`config.mk`:
```
export PLATFORM = sky130hd
export DESIGN_NAME = scfap_port
export DESIGN_NICKNAME = d
export VERILOG_FILES = /design/src/core/scfap_pkg.sv /design/src/core/scfap_fifo_if.sv /design/src/core/scfap_sync.sv /design/src/core/scfap_fifo_store.sv /design/src/core/scfap_port.sv
export VERILOG_INCLUDE_DIRS = /design/src /design/src/core
export SDC_FILE = /design/constraint.sdc
export NUM_CORES = 2
export LEC_CHECK = 0
export BUFFER_PORTS_ARGS = -buffer_cell sky130_fd_sc_hd__buf_4
export CORE_MARGIN = 2
export CORE_UTILIZATION = 30
export CTS_CLUSTER_SIZE = 8
export DETAILED_ROUTE_END_ITERATION = 7
export GPL_ROUTABILITY_DRIVEN = 0
export SYNTH_ARGS = -nofsm -noshare
export SYNTH_HDL_FRONTEND = slang
export SYNTH_SLANG_ARGS = --single-unit
```
`constraint.sdc`:
```
create_clock -name sys_clk_in -period 33.1 [get_ports sys_clk_in]
set_input_delay 0 -clock sys_clk_in [delete_from_list [all_inputs] [get_ports sys_clk_in]]
set_output_delay 0 -clock sys_clk_in [all_outputs]
set_load 0.05 [all_outputs]
```
`src/core/scfap_defs.svh`:
```
// constants of the serial configuration and transmit FIFO access port
// assumes inclusion by the package, the interface and the port modules
`ifndef SCFAP_DEFS_SVH
`define SCFAP_DEFS_SVH

// ****************************************************************
// header byte layout
// ****************************************************************
`define SCFAP_HDR_RW_BIT 7
`define SCFAP_HDR_BURST_BIT 6
`define SCFAP_BYTE_LAST_BIT 3'h7

// ****************************************************************
// address map
// ****************************************************************
`define SCFAP_CFG_LAST 6'h2E
`define SCFAP_CFG_COUNT 47
`define SCFAP_STAT_FIRST 6'h30
`define SCFAP_STAT_LAST 6'h3D
`define SCFAP_PA_ADDR 6'h3E
`define SCFAP_FIFO_ADDR 6'h3F
`define SCFAP_RADIO_STATE_REG 6'h35
`define SCFAP_TX_FILL_REG 6'h3A

// ****************************************************************
// command strobes
// ****************************************************************
`define SCFAP_STB_SOFT_RESET 6'h30
`define SCFAP_STB_FAST_TX 6'h31
`define SCFAP_STB_OSC_OFF 6'h32
`define SCFAP_STB_CALIBRATE 6'h33
`define SCFAP_STB_TX 6'h35
`define SCFAP_STB_GO_IDLE 6'h36
`define SCFAP_STB_POWER_DOWN 6'h39
`define SCFAP_STB_FLUSH_TX 6'h3B
`define SCFAP_STB_NOP 6'h3D

// ****************************************************************
// status byte and sizes
// ****************************************************************
`define SCFAP_ST_IDLE 3'h0
`define SCFAP_ST_UNDERFLOW 3'h7
`define SCFAP_FREE_MAX 7'h0F
`define SCFAP_FIFO_DEPTH 64
`define SCFAP_FIFO_AW 6
`define SCFAP_FIFO_CW 7
`define SCFAP_PA_ENTRIES 2

`endif

```
`src/core/scfap_pkg.sv`:
```
// types of the serial configuration and transmit FIFO access port
// assumes scfap_defs.svh is on the include path
package scfap_pkg;
  `include "scfap_defs.svh"

  typedef enum logic [1:0] {
    PH_HDR = 2'h0,
    PH_WR = 2'h1,
    PH_RD = 2'h3
  } scfap_phase_e;

  typedef logic [`SCFAP_CFG_COUNT-1:0][7:0] scfap_cfg_t;
  typedef logic [`SCFAP_PA_ENTRIES-1:0][7:0] scfap_pa_t;

  typedef struct packed {
    logic ff1;
    logic ff2;
    logic ff3;
    logic level;
  } scfap_sync_s;

  typedef struct packed {
    logic [`SCFAP_FIFO_DEPTH-1:0][7:0] mem;
    logic [`SCFAP_FIFO_AW-1:0] wr_ptr;
    logic [`SCFAP_FIFO_AW-1:0] rd_ptr;
    logic [`SCFAP_FIFO_CW-1:0] count;
    logic [7:0] rdata;
    logic rvalid;
  } scfap_fifo_s;

  typedef struct packed {
    scfap_phase_e phase;
    logic [2:0] bit_cnt;
    logic [7:0] shift_in;
    logic [7:0] out_sh;
    logic so;
    logic so_oe;
    logic rw;
    logic burst;
    logic [5:0] addr;
    logic pa_idx;
    scfap_pa_t pa;
    scfap_cfg_t cfg;
    logic strobe_valid;
    logic [5:0] strobe_code;
    logic idle_pend;
    logic defer_valid;
    logic [5:0] defer_code;
    logic fifo_push;
    logic [7:0] fifo_wdata;
    logic fifo_flush;
    logic sclk_d;
    logic csn_d;
  } scfap_core_s;
endpackage

```
`src/core/scfap_fifo_if.sv`:
```
// link between the port core and the transmit FIFO storage
// assumes both ends run on the same system clock
`timescale 1ns/1ps
interface scfap_fifo_if;
  `include "scfap_defs.svh"
  logic push;
  logic [7:0] wdata;
  logic flush;
  logic pop;
  logic [7:0] rdata;
  logic rvalid;
  logic [`SCFAP_FIFO_CW-1:0] count;
  modport core (output push, output wdata, output flush, output pop,
                input rdata, input rvalid, input count);
  modport store (input push, input wdata, input flush, input pop,
                 output rdata, output rvalid, output count);
endinterface

```
`src/core/scfap_sync.sv`:
```
// three-stage pin synchroniser with agreement filter
// assumes an asynchronous pin and the system clock
`timescale 1ns/1ps
module scfap_sync #(
  parameter logic RESET_LEVEL = 1'b0
) (
  input wire logic sys_clk_in,
  input wire logic reset_in,
  input wire logic pin_in,
  output logic level_out
);
  import scfap_pkg::*;

  scfap_sync_s st_reg;
  scfap_sync_s st_next;

  // ****************************************************************
  // stages
  // ****************************************************************
  always_comb begin
    st_next = st_reg;
    st_next.ff1 = pin_in;
    st_next.ff2 = st_reg.ff1;
    st_next.ff3 = st_reg.ff2;
    if (st_reg.ff2 == st_reg.ff3) begin
      st_next.level = st_reg.ff3;
    end
  end

  always_ff @(posedge sys_clk_in or posedge reset_in) begin
    if (reset_in) begin
      st_reg <= {4{RESET_LEVEL}};
    end else begin
      st_reg <= st_next;
    end
  end

  assign level_out = st_reg.level;
endmodule

```
`src/core/scfap_fifo_store.sv`:
```
// transmit FIFO storage in flip-flops, registered read port
// assumes the core refuses nothing; a push into a full store is dropped
`timescale 1ns/1ps
module scfap_fifo_store (
  input wire logic sys_clk_in,
  input wire logic reset_in,
  scfap_fifo_if.store fifo
);
  import scfap_pkg::*;

  scfap_fifo_s st_reg;
  scfap_fifo_s st_next;
  logic push_ok;
  logic pop_ok;

  // ****************************************************************
  // pointers and storage
  // ****************************************************************
  always_comb begin
    st_next = st_reg;
    st_next.rvalid = 1'b0;
    push_ok = fifo.push && (st_reg.count < `SCFAP_FIFO_CW'(`SCFAP_FIFO_DEPTH));
    pop_ok = fifo.pop && (st_reg.count != '0);
    if (fifo.flush) begin
      st_next.wr_ptr = '0;
      st_next.rd_ptr = '0;
      st_next.count = '0;
    end else begin
      if (push_ok) begin
        st_next.mem[st_reg.wr_ptr] = fifo.wdata;
        st_next.wr_ptr = st_reg.wr_ptr + 1'b1;
      end
      if (pop_ok) begin
        st_next.rdata = st_reg.mem[st_reg.rd_ptr];
        st_next.rd_ptr = st_reg.rd_ptr + 1'b1;
        st_next.rvalid = 1'b1;
      end
      st_next.count = st_reg.count + `SCFAP_FIFO_CW'(push_ok) - `SCFAP_FIFO_CW'(pop_ok);
    end
  end

  always_ff @(posedge sys_clk_in or posedge reset_in) begin
    if (reset_in) begin
      st_reg <= '0;
    end else begin
      st_reg <= st_next;
    end
  end

  assign fifo.rdata = st_reg.rdata;
  assign fifo.rvalid = st_reg.rvalid;
  assign fifo.count = st_reg.count;
endmodule

```
`src/core/scfap_port.sv`:
```
// serial configuration and transmit FIFO access port, slave side
// assumes serial pins asynchronous to sys_clk_in, clocked at most an eighth of its rate
`timescale 1ns/1ps
`include "scfap_defs.svh"

module scfap_port #(
  parameter int FIFO_DEPTH = `SCFAP_FIFO_DEPTH
) (
  input wire logic sys_clk_in,
  input wire logic reset_in,
  input wire logic sclk_in,
  input wire logic chip_select_low_in,
  input wire logic si_in,
  output logic so_out,
  output logic so_oe_out,
  input wire logic osc_stable_in,
  input wire logic [2:0] radio_state_in,
  input wire logic sleep_entry_in,
  input wire logic tx_pop_in,
  output logic [7:0] tx_data_out,
  output logic tx_data_valid_out,
  output logic [`SCFAP_FIFO_CW-1:0] tx_count_out,
  output logic strobe_valid_out,
  output logic [5:0] strobe_code_out,
  output scfap_pkg::scfap_cfg_t cfg_regs_out,
  output logic [7:0] pa_low_out,
  output logic [7:0] pa_high_out
);
  import scfap_pkg::*;

  if (FIFO_DEPTH != `SCFAP_FIFO_DEPTH) begin : g_depth_check
    $error("scfap_port: FIFO_DEPTH must equal the storage depth");
  end

  scfap_core_s st_reg;
  scfap_core_s st_next;
  logic sclk_s;
  logic csn_s;
  logic si_s;
  logic sclk_rise;
  logic sclk_fall;
  logic cs_rise;
  logic byte_done;
  logic [7:0] rx_byte;
  logic [7:0] status;
  logic [`SCFAP_FIFO_CW-1:0] space;
  logic [3:0] free_cnt;

  scfap_fifo_if fifo ();

  // ****************************************************************
  // pin synchronisers and fifo storage
  // ****************************************************************
  scfap_sync #(.RESET_LEVEL(1'b0)) u_sync_sclk (
    .sys_clk_in(sys_clk_in),
    .reset_in(reset_in),
    .pin_in(sclk_in),
    .level_out(sclk_s)
  );
  scfap_sync #(.RESET_LEVEL(1'b1)) u_sync_csn (
    .sys_clk_in(sys_clk_in),
    .reset_in(reset_in),
    .pin_in(chip_select_low_in),
    .level_out(csn_s)
  );
  scfap_sync #(.RESET_LEVEL(1'b0)) u_sync_si (
    .sys_clk_in(sys_clk_in),
    .reset_in(reset_in),
    .pin_in(si_in),
    .level_out(si_s)
  );
  scfap_fifo_store u_store (
    .sys_clk_in(sys_clk_in),
    .reset_in(reset_in),
    .fifo(fifo.store)
  );

  assign fifo.push = st_reg.fifo_push;
  assign fifo.wdata = st_reg.fifo_wdata;
  assign fifo.flush = st_reg.fifo_flush;
  assign fifo.pop = tx_pop_in;

  // ****************************************************************
  // edges, received byte and status byte
  // ****************************************************************
  assign sclk_rise = sclk_s && !st_reg.sclk_d;
  assign sclk_fall = !sclk_s && st_reg.sclk_d;
  assign cs_rise = csn_s && !st_reg.csn_d;
  assign byte_done = !csn_s && sclk_rise && (st_reg.bit_cnt == `SCFAP_BYTE_LAST_BIT);
  assign rx_byte = {st_reg.shift_in[6:0], si_s};
  assign space = `SCFAP_FIFO_CW'(FIFO_DEPTH) - fifo.count;
  assign free_cnt = (space > `SCFAP_FREE_MAX) ? 4'hF : space[3:0];
  assign status = {!osc_stable_in, radio_state_in, free_cnt};

  function automatic logic [7:0] read_mux(input logic [5:0] a, input logic b,
                                          input logic idx, input scfap_cfg_t cfg,
                                          input scfap_pa_t pa, input logic [2:0] rstate,
                                          input logic [`SCFAP_FIFO_CW-1:0] cnt);
    logic [7:0] val;
    val = 8'h00;
    if (a <= `SCFAP_CFG_LAST) begin
      val = cfg[a];
    end else if (a == `SCFAP_PA_ADDR) begin
      val = pa[idx];
    end else if (b && a == `SCFAP_RADIO_STATE_REG) begin
      val = {5'h00, rstate};
    end else if (b && a == `SCFAP_TX_FILL_REG) begin
      val = {1'b0, cnt};
    end
    return val;
  endfunction

  function automatic logic known_strobe(input logic [5:0] a);
    logic hit;
    hit = 1'b0;
    case (a)
      `SCFAP_STB_SOFT_RESET, `SCFAP_STB_FAST_TX, `SCFAP_STB_OSC_OFF,
      `SCFAP_STB_CALIBRATE, `SCFAP_STB_TX, `SCFAP_STB_GO_IDLE,
      `SCFAP_STB_POWER_DOWN, `SCFAP_STB_FLUSH_TX, `SCFAP_STB_NOP: begin
        hit = 1'b1;
      end
      default: begin
        hit = 1'b0;
      end
    endcase
    return hit;
  endfunction

  // ****************************************************************
  // transfer engine
  // ****************************************************************
  always_comb begin
    logic [5:0] hdr_addr;
    logic single_end;
    hdr_addr = rx_byte[5:0];
    single_end = 1'b0;
    st_next = st_reg;
    st_next.strobe_valid = 1'b0;
    st_next.fifo_push = 1'b0;
    st_next.fifo_flush = 1'b0;
    st_next.sclk_d = sclk_s;
    st_next.csn_d = csn_s;
    if (st_reg.idle_pend && radio_state_in == `SCFAP_ST_IDLE) begin
      st_next.idle_pend = 1'b0;
    end
    if (sleep_entry_in) begin
      st_next.fifo_flush = 1'b1;
      st_next.pa[1] = 8'h00;
    end
    if (csn_s) begin
      st_next.phase = PH_HDR;
      st_next.bit_cnt = 3'h0;
      st_next.so = 1'b0;
      st_next.so_oe = 1'b0;
      st_next.pa_idx = 1'b0;
      if (cs_rise && st_reg.defer_valid) begin
        st_next.defer_valid = 1'b0;
        if (!st_reg.idle_pend) begin
          st_next.strobe_valid = 1'b1;
          st_next.strobe_code = st_reg.defer_code;
        end
      end
    end else begin
      st_next.so_oe = 1'b1;
      if (st_reg.bit_cnt == 3'h0 && st_reg.phase != PH_RD) begin
        st_next.so = status[7];
        st_next.out_sh = {status[6:0], 1'b0};
      end else if (sclk_fall) begin
        st_next.so = st_reg.out_sh[7];
        st_next.out_sh = {st_reg.out_sh[6:0], 1'b0};
      end
      if (sclk_rise) begin
        st_next.shift_in = rx_byte;
        st_next.bit_cnt = st_reg.bit_cnt + 3'h1;
      end
      if (byte_done) begin
        case (st_reg.phase)
          PH_HDR: begin
            st_next.rw = rx_byte[`SCFAP_HDR_RW_BIT];
            st_next.burst = rx_byte[`SCFAP_HDR_BURST_BIT];
            st_next.addr = hdr_addr;
            if (!rx_byte[`SCFAP_HDR_BURST_BIT] && hdr_addr >= `SCFAP_STAT_FIRST
                && hdr_addr <= `SCFAP_STAT_LAST) begin
              if (!known_strobe(hdr_addr)) begin
                st_next.phase = PH_HDR;
              end else if (st_reg.idle_pend && hdr_addr != `SCFAP_STB_GO_IDLE) begin
                st_next.phase = PH_HDR;
              end else if (hdr_addr == `SCFAP_STB_POWER_DOWN
                           || hdr_addr == `SCFAP_STB_OSC_OFF) begin
                st_next.defer_valid = 1'b1;
                st_next.defer_code = hdr_addr;
              end else if (hdr_addr == `SCFAP_STB_FLUSH_TX) begin
                if (radio_state_in == `SCFAP_ST_IDLE
                    || radio_state_in == `SCFAP_ST_UNDERFLOW) begin
                  st_next.fifo_flush = 1'b1;
                  st_next.strobe_valid = 1'b1;
                  st_next.strobe_code = hdr_addr;
                end
              end else begin
                st_next.strobe_valid = 1'b1;
                st_next.strobe_code = hdr_addr;
                if (hdr_addr == `SCFAP_STB_GO_IDLE) begin
                  st_next.idle_pend = 1'b1;
                end
              end
            end else if (rx_byte[`SCFAP_HDR_RW_BIT]) begin
              st_next.phase = PH_RD;
              st_next.out_sh = read_mux(hdr_addr, rx_byte[`SCFAP_HDR_BURST_BIT],
                                        st_reg.pa_idx, st_reg.cfg, st_reg.pa,
                                        radio_state_in, fifo.count);
            end else begin
              st_next.phase = PH_WR;
            end
          end
          PH_WR, PH_RD: begin
            if (st_reg.phase == PH_WR) begin
              if (st_reg.addr <= `SCFAP_CFG_LAST) begin
                st_next.cfg[st_reg.addr] = rx_byte;
              end else if (st_reg.addr == `SCFAP_PA_ADDR) begin
                st_next.pa[st_reg.pa_idx] = rx_byte;
              end else if (st_reg.addr == `SCFAP_FIFO_ADDR) begin
                st_next.fifo_push = 1'b1;
                st_next.fifo_wdata = rx_byte;
              end
            end
            if (st_reg.addr == `SCFAP_PA_ADDR) begin
              st_next.pa_idx = !st_reg.pa_idx;
            end
            if (st_reg.addr <= `SCFAP_CFG_LAST) begin
              st_next.addr = st_reg.addr + 6'h01;
            end
            single_end = !st_reg.burst
                         || (st_reg.addr >= `SCFAP_STAT_FIRST && st_reg.addr <= `SCFAP_STAT_LAST);
            if (single_end) begin
              st_next.phase = PH_HDR;
            end else if (st_reg.phase == PH_RD) begin
              st_next.out_sh = read_mux(st_next.addr, st_reg.burst, st_next.pa_idx,
                                        st_reg.cfg, st_reg.pa, radio_state_in, fifo.count);
            end
          end
          default: begin
            st_next.phase = PH_HDR;
          end
        endcase
      end
    end
  end

  always_ff @(posedge sys_clk_in or posedge reset_in) begin
    if (reset_in) begin
      st_reg <= '0;
      // chip select idles high: no false deselect edge after reset
      st_reg.csn_d <= 1'b1;
    end else begin
      st_reg <= st_next;
    end
  end

  // ****************************************************************
  // outputs
  // ****************************************************************
  assign so_out = st_reg.so;
  assign so_oe_out = st_reg.so_oe;
  assign tx_data_out = fifo.rdata;
  assign tx_data_valid_out = fifo.rvalid;
  assign tx_count_out = fifo.count;
  assign strobe_valid_out = st_reg.strobe_valid;
  assign strobe_code_out = st_reg.strobe_code;
  assign cfg_regs_out = st_reg.cfg;
  assign pa_low_out = st_reg.pa[0];
  assign pa_high_out = st_reg.pa[1];
endmodule

```
### Word level (Yosys, flattened, before mapping)

Cells that the tools add are included.

| storage, ports and cells | value |
|---|---|
| bits in registers | 1002 |
| input port bits | 11 |
| output and inout bits | 417 |
| logic and storage cells | 379 |

| operators by class | value |
|---|---|
| add/subtract/negate cells | 7 |
| order comparisons | 19 |
| equality and inequality tests | 32 |
| muxes and demuxes | 105 |
| bitwise gates (word level) | 5 |
| reduce and logical (&&, ||, !) cells | 62 |

Operator list:

| operator | count |
|---|---|
| $mux 392 | 2 |
| $bwmux 512 | 1 |
| $mux 418 | 1 |
| $mux 393 | 1 |
| $bwmux 376 | 1 |
| $mux 376 | 1 |
| $mux 8 | 22 |
| $bmux 8 s6 | 3 |
| $demux 8 s6 | 2 |
| $eq 6x6->1 const B | 16 |
| $mux 7 | 9 |
| $mux 9 | 7 |
| $mux 15 | 4 |
| $mux 6 | 6 |
| $lt 6x7->1 const B | 5 |
| $mux 16 | 2 |
| $le 6x6->1 const B | 5 |
| $mux 1 | 26 |
| $logic_and 1x1->1 | 21 |
| $reduce_and 7->1 | 3 |
| $reduce_bool 2->1 | 10 |
| $mux 19 | 1 |
| $add 6x1->6 const B | 3 |
| $bwmux 16 | 1 |
| 43 further kinds | 77 |

### Longest topological paths before layout

| depth | value |
|---|---|
| word-level depth | 16 |
| mapped depth | 17 |

### Cells and area by module

From an unflattened synthesis, not the netlist that was laid out.

| unflattened totals | value |
|---|---|
| cell total of the unflattened synthesis | 4279 |
| area total of the unflattened synthesis | 53476.3 um^2 |

By module, submodules not included:

| module | times used | cells each | area each (um^2) |
|---|---|---|---|
| scfap_port | 1 | 2611 | 28224.6 |
| scfap_fifo_store | 1 | 1650 | 24901.4 |
| scfap_sync at u_sync_sclk ... | 2 | 6 | 115.1 |
| scfap_sync at u_sync_csn | 1 | 6 | 120.1 |

### Worst setup path after synthesis

OpenSTA, ideal clock, no wires.

| path | value |
|---|---|
| kind | register to register |
| from | register u_store.st_reg (netlist bit u_store.fifo.count[1]) |
| to | register u_store.st_reg (netlist bit u_store.fifo.count[6]) |
| library setup time | 0.132 ns |
| arrival time | 2.831 ns |
| setup slack | 30.137 ns |
| stages on the path, launching flop included | 18 |
| buffers on the path | 1 |
| cells stage by stage | dfrtp_1 -> inv_1 -> ha_1 -> nand3_1 -> o21a_1 -> clkbuf_1 -> ha_1 -> inv_1 -> ha_1 -> fa_1 -> a21oi_1 -> nor2_1 -> nor2_1 -> nor2_1 -> nor2_1 -> o21bai_1 -> xnor2_1 -> nor2_1 |

RTL lines:

| item | RTL line | RTL |
|---|---|---|
| start, declared | scfap_fifo_store.sv:11 | `scfap_fifo_s st_reg;` |
| start signal, assigned | scfap_fifo_store.sv:46 | `st_reg <= st_next;` |

### Worst setup path after layout

| path | value |
|---|---|
| from | register st_reg[425] (netlist bit) |
| to | register st_reg[433] (netlist bit) |

| between the ends | value |
|---|---|
| longest elaborated chain between the ends | 15 |

Ends and longest elaborated chain:

| item | RTL line | RTL |
|---|---|---|
| start, declared | scfap_port.sv:35 | `scfap_core_s st_reg;` |
| start signal, assigned | scfap_port.sv:255 | `st_reg <= st_next;` |
| branches (longest 12 deep; another with $add 6x1->6) | -- |  |
| $mux 8 * | scfap_port.sv:234 | `if (single_end) begin` |
| $pmux 8 s2 * | scfap_port.sv:177 | `case (st_reg.phase)` |
| $mux 8 * | scfap_port.sv:176 | `if (byte_done) begin` |

Mark *: on every way between the ends. The select of a mux whose other input is x is not followed.
A chain may end at the register's enable or synchronous reset.

==> flow_metrics.env <==
export IMPL_status="finished, violations left"
export IMPL_violations="DRC"
export IMPL_nNetsFinal=4463
export IMPL_ys_flop_type="dfrtp_1"
export IMPL_place_area_um2=56100
export IMPL_rsz0062_at_grt="no"
export IMPL_numCtsBuffers=145
export IMPL_syn_nets=4548
export IMPL_routedWlPerCell_um=28.7
export IMPL_fin_crit_sh_pct=16.7
export IMPL_start_kind="flip-flop"
export IMPL_drt_pass1_iter_count=8
export IMPL_grt_pass1_vias=38300
export IMPL_wirelength_um=196000
export IMPL_fp_dieH_um=428
export IMPL_async_flop_share_pct=100
export IMPL_drv_slew=0
export IMPL_ys_warn_count=0
export IMPL_rows=155
export IMPL_r2r_cells=9
export IMPL_grt_max_degree=183
export IMPL_overflow=0
export IMPL_maxCapViolCount=0
export IMPL_max_freq_mhz=181
export IMPL_setup_viol=0
export IMPL_max_slew_margin_pct=10.1
export IMPL_end_kind="flip-flop"
export IMPL_grt_use_total_pct=20.9
export IMPL_powerDensity_nw_per_um2=51.2
export IMPL_num_vias=38300
export IMPL_cts_tree="built"
export IMPL_cp_arrival_ps=6180
export IMPL_ys_types=93
export IMPL_power_total_mw=3.10
export IMPL_drc=2
export IMPL_synth_area_per_cell_um2=11.9
export IMPL_min_path_type="in2reg"
export IMPL_hold_depth=4
export IMPL_core_area_um2=178000
export IMPL_syn_inst=4513
export IMPL_fin_skew_ps=82.7
export IMPL_worstSetupPathType="reg2reg"
export IMPL_worst_pin_slew_ps=1350
export IMPL_antenna_found_initial=5
export IMPL_nFillCells=17700
export IMPL_peakVddDrop_mv=0.0479
export IMPL_die_area_um2=183000
export IMPL_slowest_stage="o311ai_0"
export IMPL_fin_crit_ps=5530
export IMPL_drt_initial_drc_count=4389
export IMPL_htree_levels=4
export IMPL_p_leak_nw=27.3
export IMPL_synth_edf_count=0
export IMPL_clock_latency_ps=810
export IMPL_path_cells="nand2_1 -> a22o_1 -> nand2_1 -> nand3_1 -> o311ai_0 -> a211o_1 -> o22ai_1 -> o221ai_1 -> a21oi_1"
export IMPL_drive_gt1_share_pct=41.3
export IMPL_yosysSeqAreaShare_pct=46.5
export IMPL_cp_common_cell="nand2_1"
export IMPL_design_area_um2=60400
export IMPL_final_antenna_net_count=0
export IMPL_cts_clk_slew_worst_paths_ps=60
export IMPL_clockRootBuffer="clkbuf_16"
export IMPL_syn_to_final_growth_pct=12.2
export IMPL_initial_core_util_pct=30.2
export IMPL_setup_tns_ps=0
export IMPL_hpwl_um=137000
export IMPL_ys_ff_latch=1001
export IMPL_vias_per_cell=5.62
export IMPL_crit_required_ps=33750
export IMPL_largest_reg_flops=524
export IMPL_r2r_slack_ps=27570
export IMPL_critPathMaxFanout=26
export IMPL_finalCoreUtilization_pct=33.9
export IMPL_die_w_um=428
export IMPL_io_pins=428
export IMPL_syn_area_um2=53900
export IMPL_clock_sinks=1001
export IMPL_hold_viol=0
export IMPL_grt_pass1_wl_um=283000
export IMPL_clock_path_buffers=3
export IMPL_slowest_delay_ps=1050
export IMPL_portBuffers=427
[power breakdown]
part	switching (mW)	internal, mW	leakage (nW)
Combinational	0.282	0.127	11.4
Clock	0.578	0.810	2.00
Sequential	0.0607	1.24	13.9
Total	0.920	2.18	27.3
[cells by family (layout without fill, tap and decap cells)]
| logic type | count (synthesis) | count (layout) | synth area share [%] |
|---|---|---|---|
| multiplexers | 1255 | 1255 | 29.4 |
| flip-flops | 1001 | 1001 | 46.5 |
| AND/OR/NAND/NOR | 876 | 876 | 7.59 |
| buffers and inverters | 772 | 725 | 8.60 |
| AO/OA/AOI/OAI | 563 | 563 | 6.92 |
| adder cells (fa/ha/maj) | 27 | 27 | 0.627 |
| XOR/XNOR | 19 | 19 | 0.323 |
| other | 0 | 2 | 0 |
[cells in the mapped netlist (14+ instances only)]
master,instances,share of area [%]
nor2b_1,19,0.22
and3_1,17,0.20
mux2_2,903,19
dfrtp_1,996,46
buf_1,23,0.16
a21oi_1,116,1.1
inv_1,33,0.23
nor3_1,24,0.22
o221ai_1,40,0.65
buf_4,427,5.9
a221oi_1,14,0.23
buf_2,79,0.73
nand3_1,112,1.0
nand2b_1,25,0.29
a31oi_1,25,0.29
nand2_1,401,2.8
mux4_2,173,7.2
clkbuf_1,204,1.4
a211oi_1,43,0.60
nor2_2,52,0.60
a22oi_1,23,0.32
nand4_1,29,0.34
o21ai_0,131,1.2
o22ai_1,49,0.57
ha_1,23,0.53
mux2i_1,175,3.3
nor2_1,132,0.92
[per-layer routing]
layer	wire length (um)	global-route usage (%)
met1	74100	25.3
met2	91400	33.2
met3	17400	6.10
met4	12600	12.2
met5	42	0
[final timing paths]
check	from	to
max reg2reg	st_reg[425]	st_reg[433]
min in group asynchronous	reset_in	strobe_valid_out
min	sleep_entry_in	pa_high_out[2]
min reg2reg	u_sync_sclk.st_next[2]	u_sync_sclk.st_next[1]
max in group asynchronous	reset_in	u_store.fifo.rvalid
max	st_reg[425]	st_reg[433]
[area by class of cell]
| cell class | count | area, um^2 | share of cell area, % |
|---|---|---|---|
| antenna | 2 | 5.00 | 0.00828 |
| timing repair buffer | 506 | 3850 | 6.37 |
| clock buffer | 168 | 3750 | 6.20 |
| inverter | 34 | 135 | 0.224 |
| sequential | 1001 | 25100 | 41.5 |
| clock inverter | 17 | 437 | 0.722 |
| multi-input combinational | 2740 | 24200 | 40.1 |
| tap | 2355 | 2950 | 4.87 |
[stage by stage]
step | hold WS [ps] | std cells | setup slack [ps]
3_3_place_gp | 112 | 6620 | 27920
5_1_grt | 125 | 6821 | 27740
2_1_floorplan | 4.48 | 4513 | 4940
4_1_cts | 68.1 | 6821 | 27940
6_report | 128 | 6823 | 27570
3_5_place_dp | 112 | 6620 | 27960
[cell usage in the layout, fill, tap and decap left out, types with 21 or more instances in the layout]
cell       netlist  layout
nand4_1         29      29
nor3_1          24      24
nand2b_1        25      24
mux2i_1        175     175
nand2_1        401     400
ha_1            23      23
o21ai_0        131     131
clkbuf_1       204      21
nand3_1        112     112
a21oi_1        116     115
o22ai_1         49      49
a31oi_1         25      25
mux2_2         903     903
nor2_2          52      52
a211oi_1        43      43
a22oi_1         23      23
inv_1           33      31
mux4_2         173     173
o221ai_1        40      40
nor2_1         132     131
dfrtp_1        996     977
buf_4          427     489
clkbuf_16        0     146
[critical path: cells and delay by family (launching register included)]
family	cells	cell delay, ps
compound gates	6	2200
flops	1	970
simple gates	3	2220
[repair_timing]
item,in CTS,in global routing
endpoints found under the hold margin,118,0
endpoints found under the setup margin,0,0
hold buffers,16,0
gates resized for setup,0,0
setup buffers,0,0
Power figures use the tool's default switching activity.
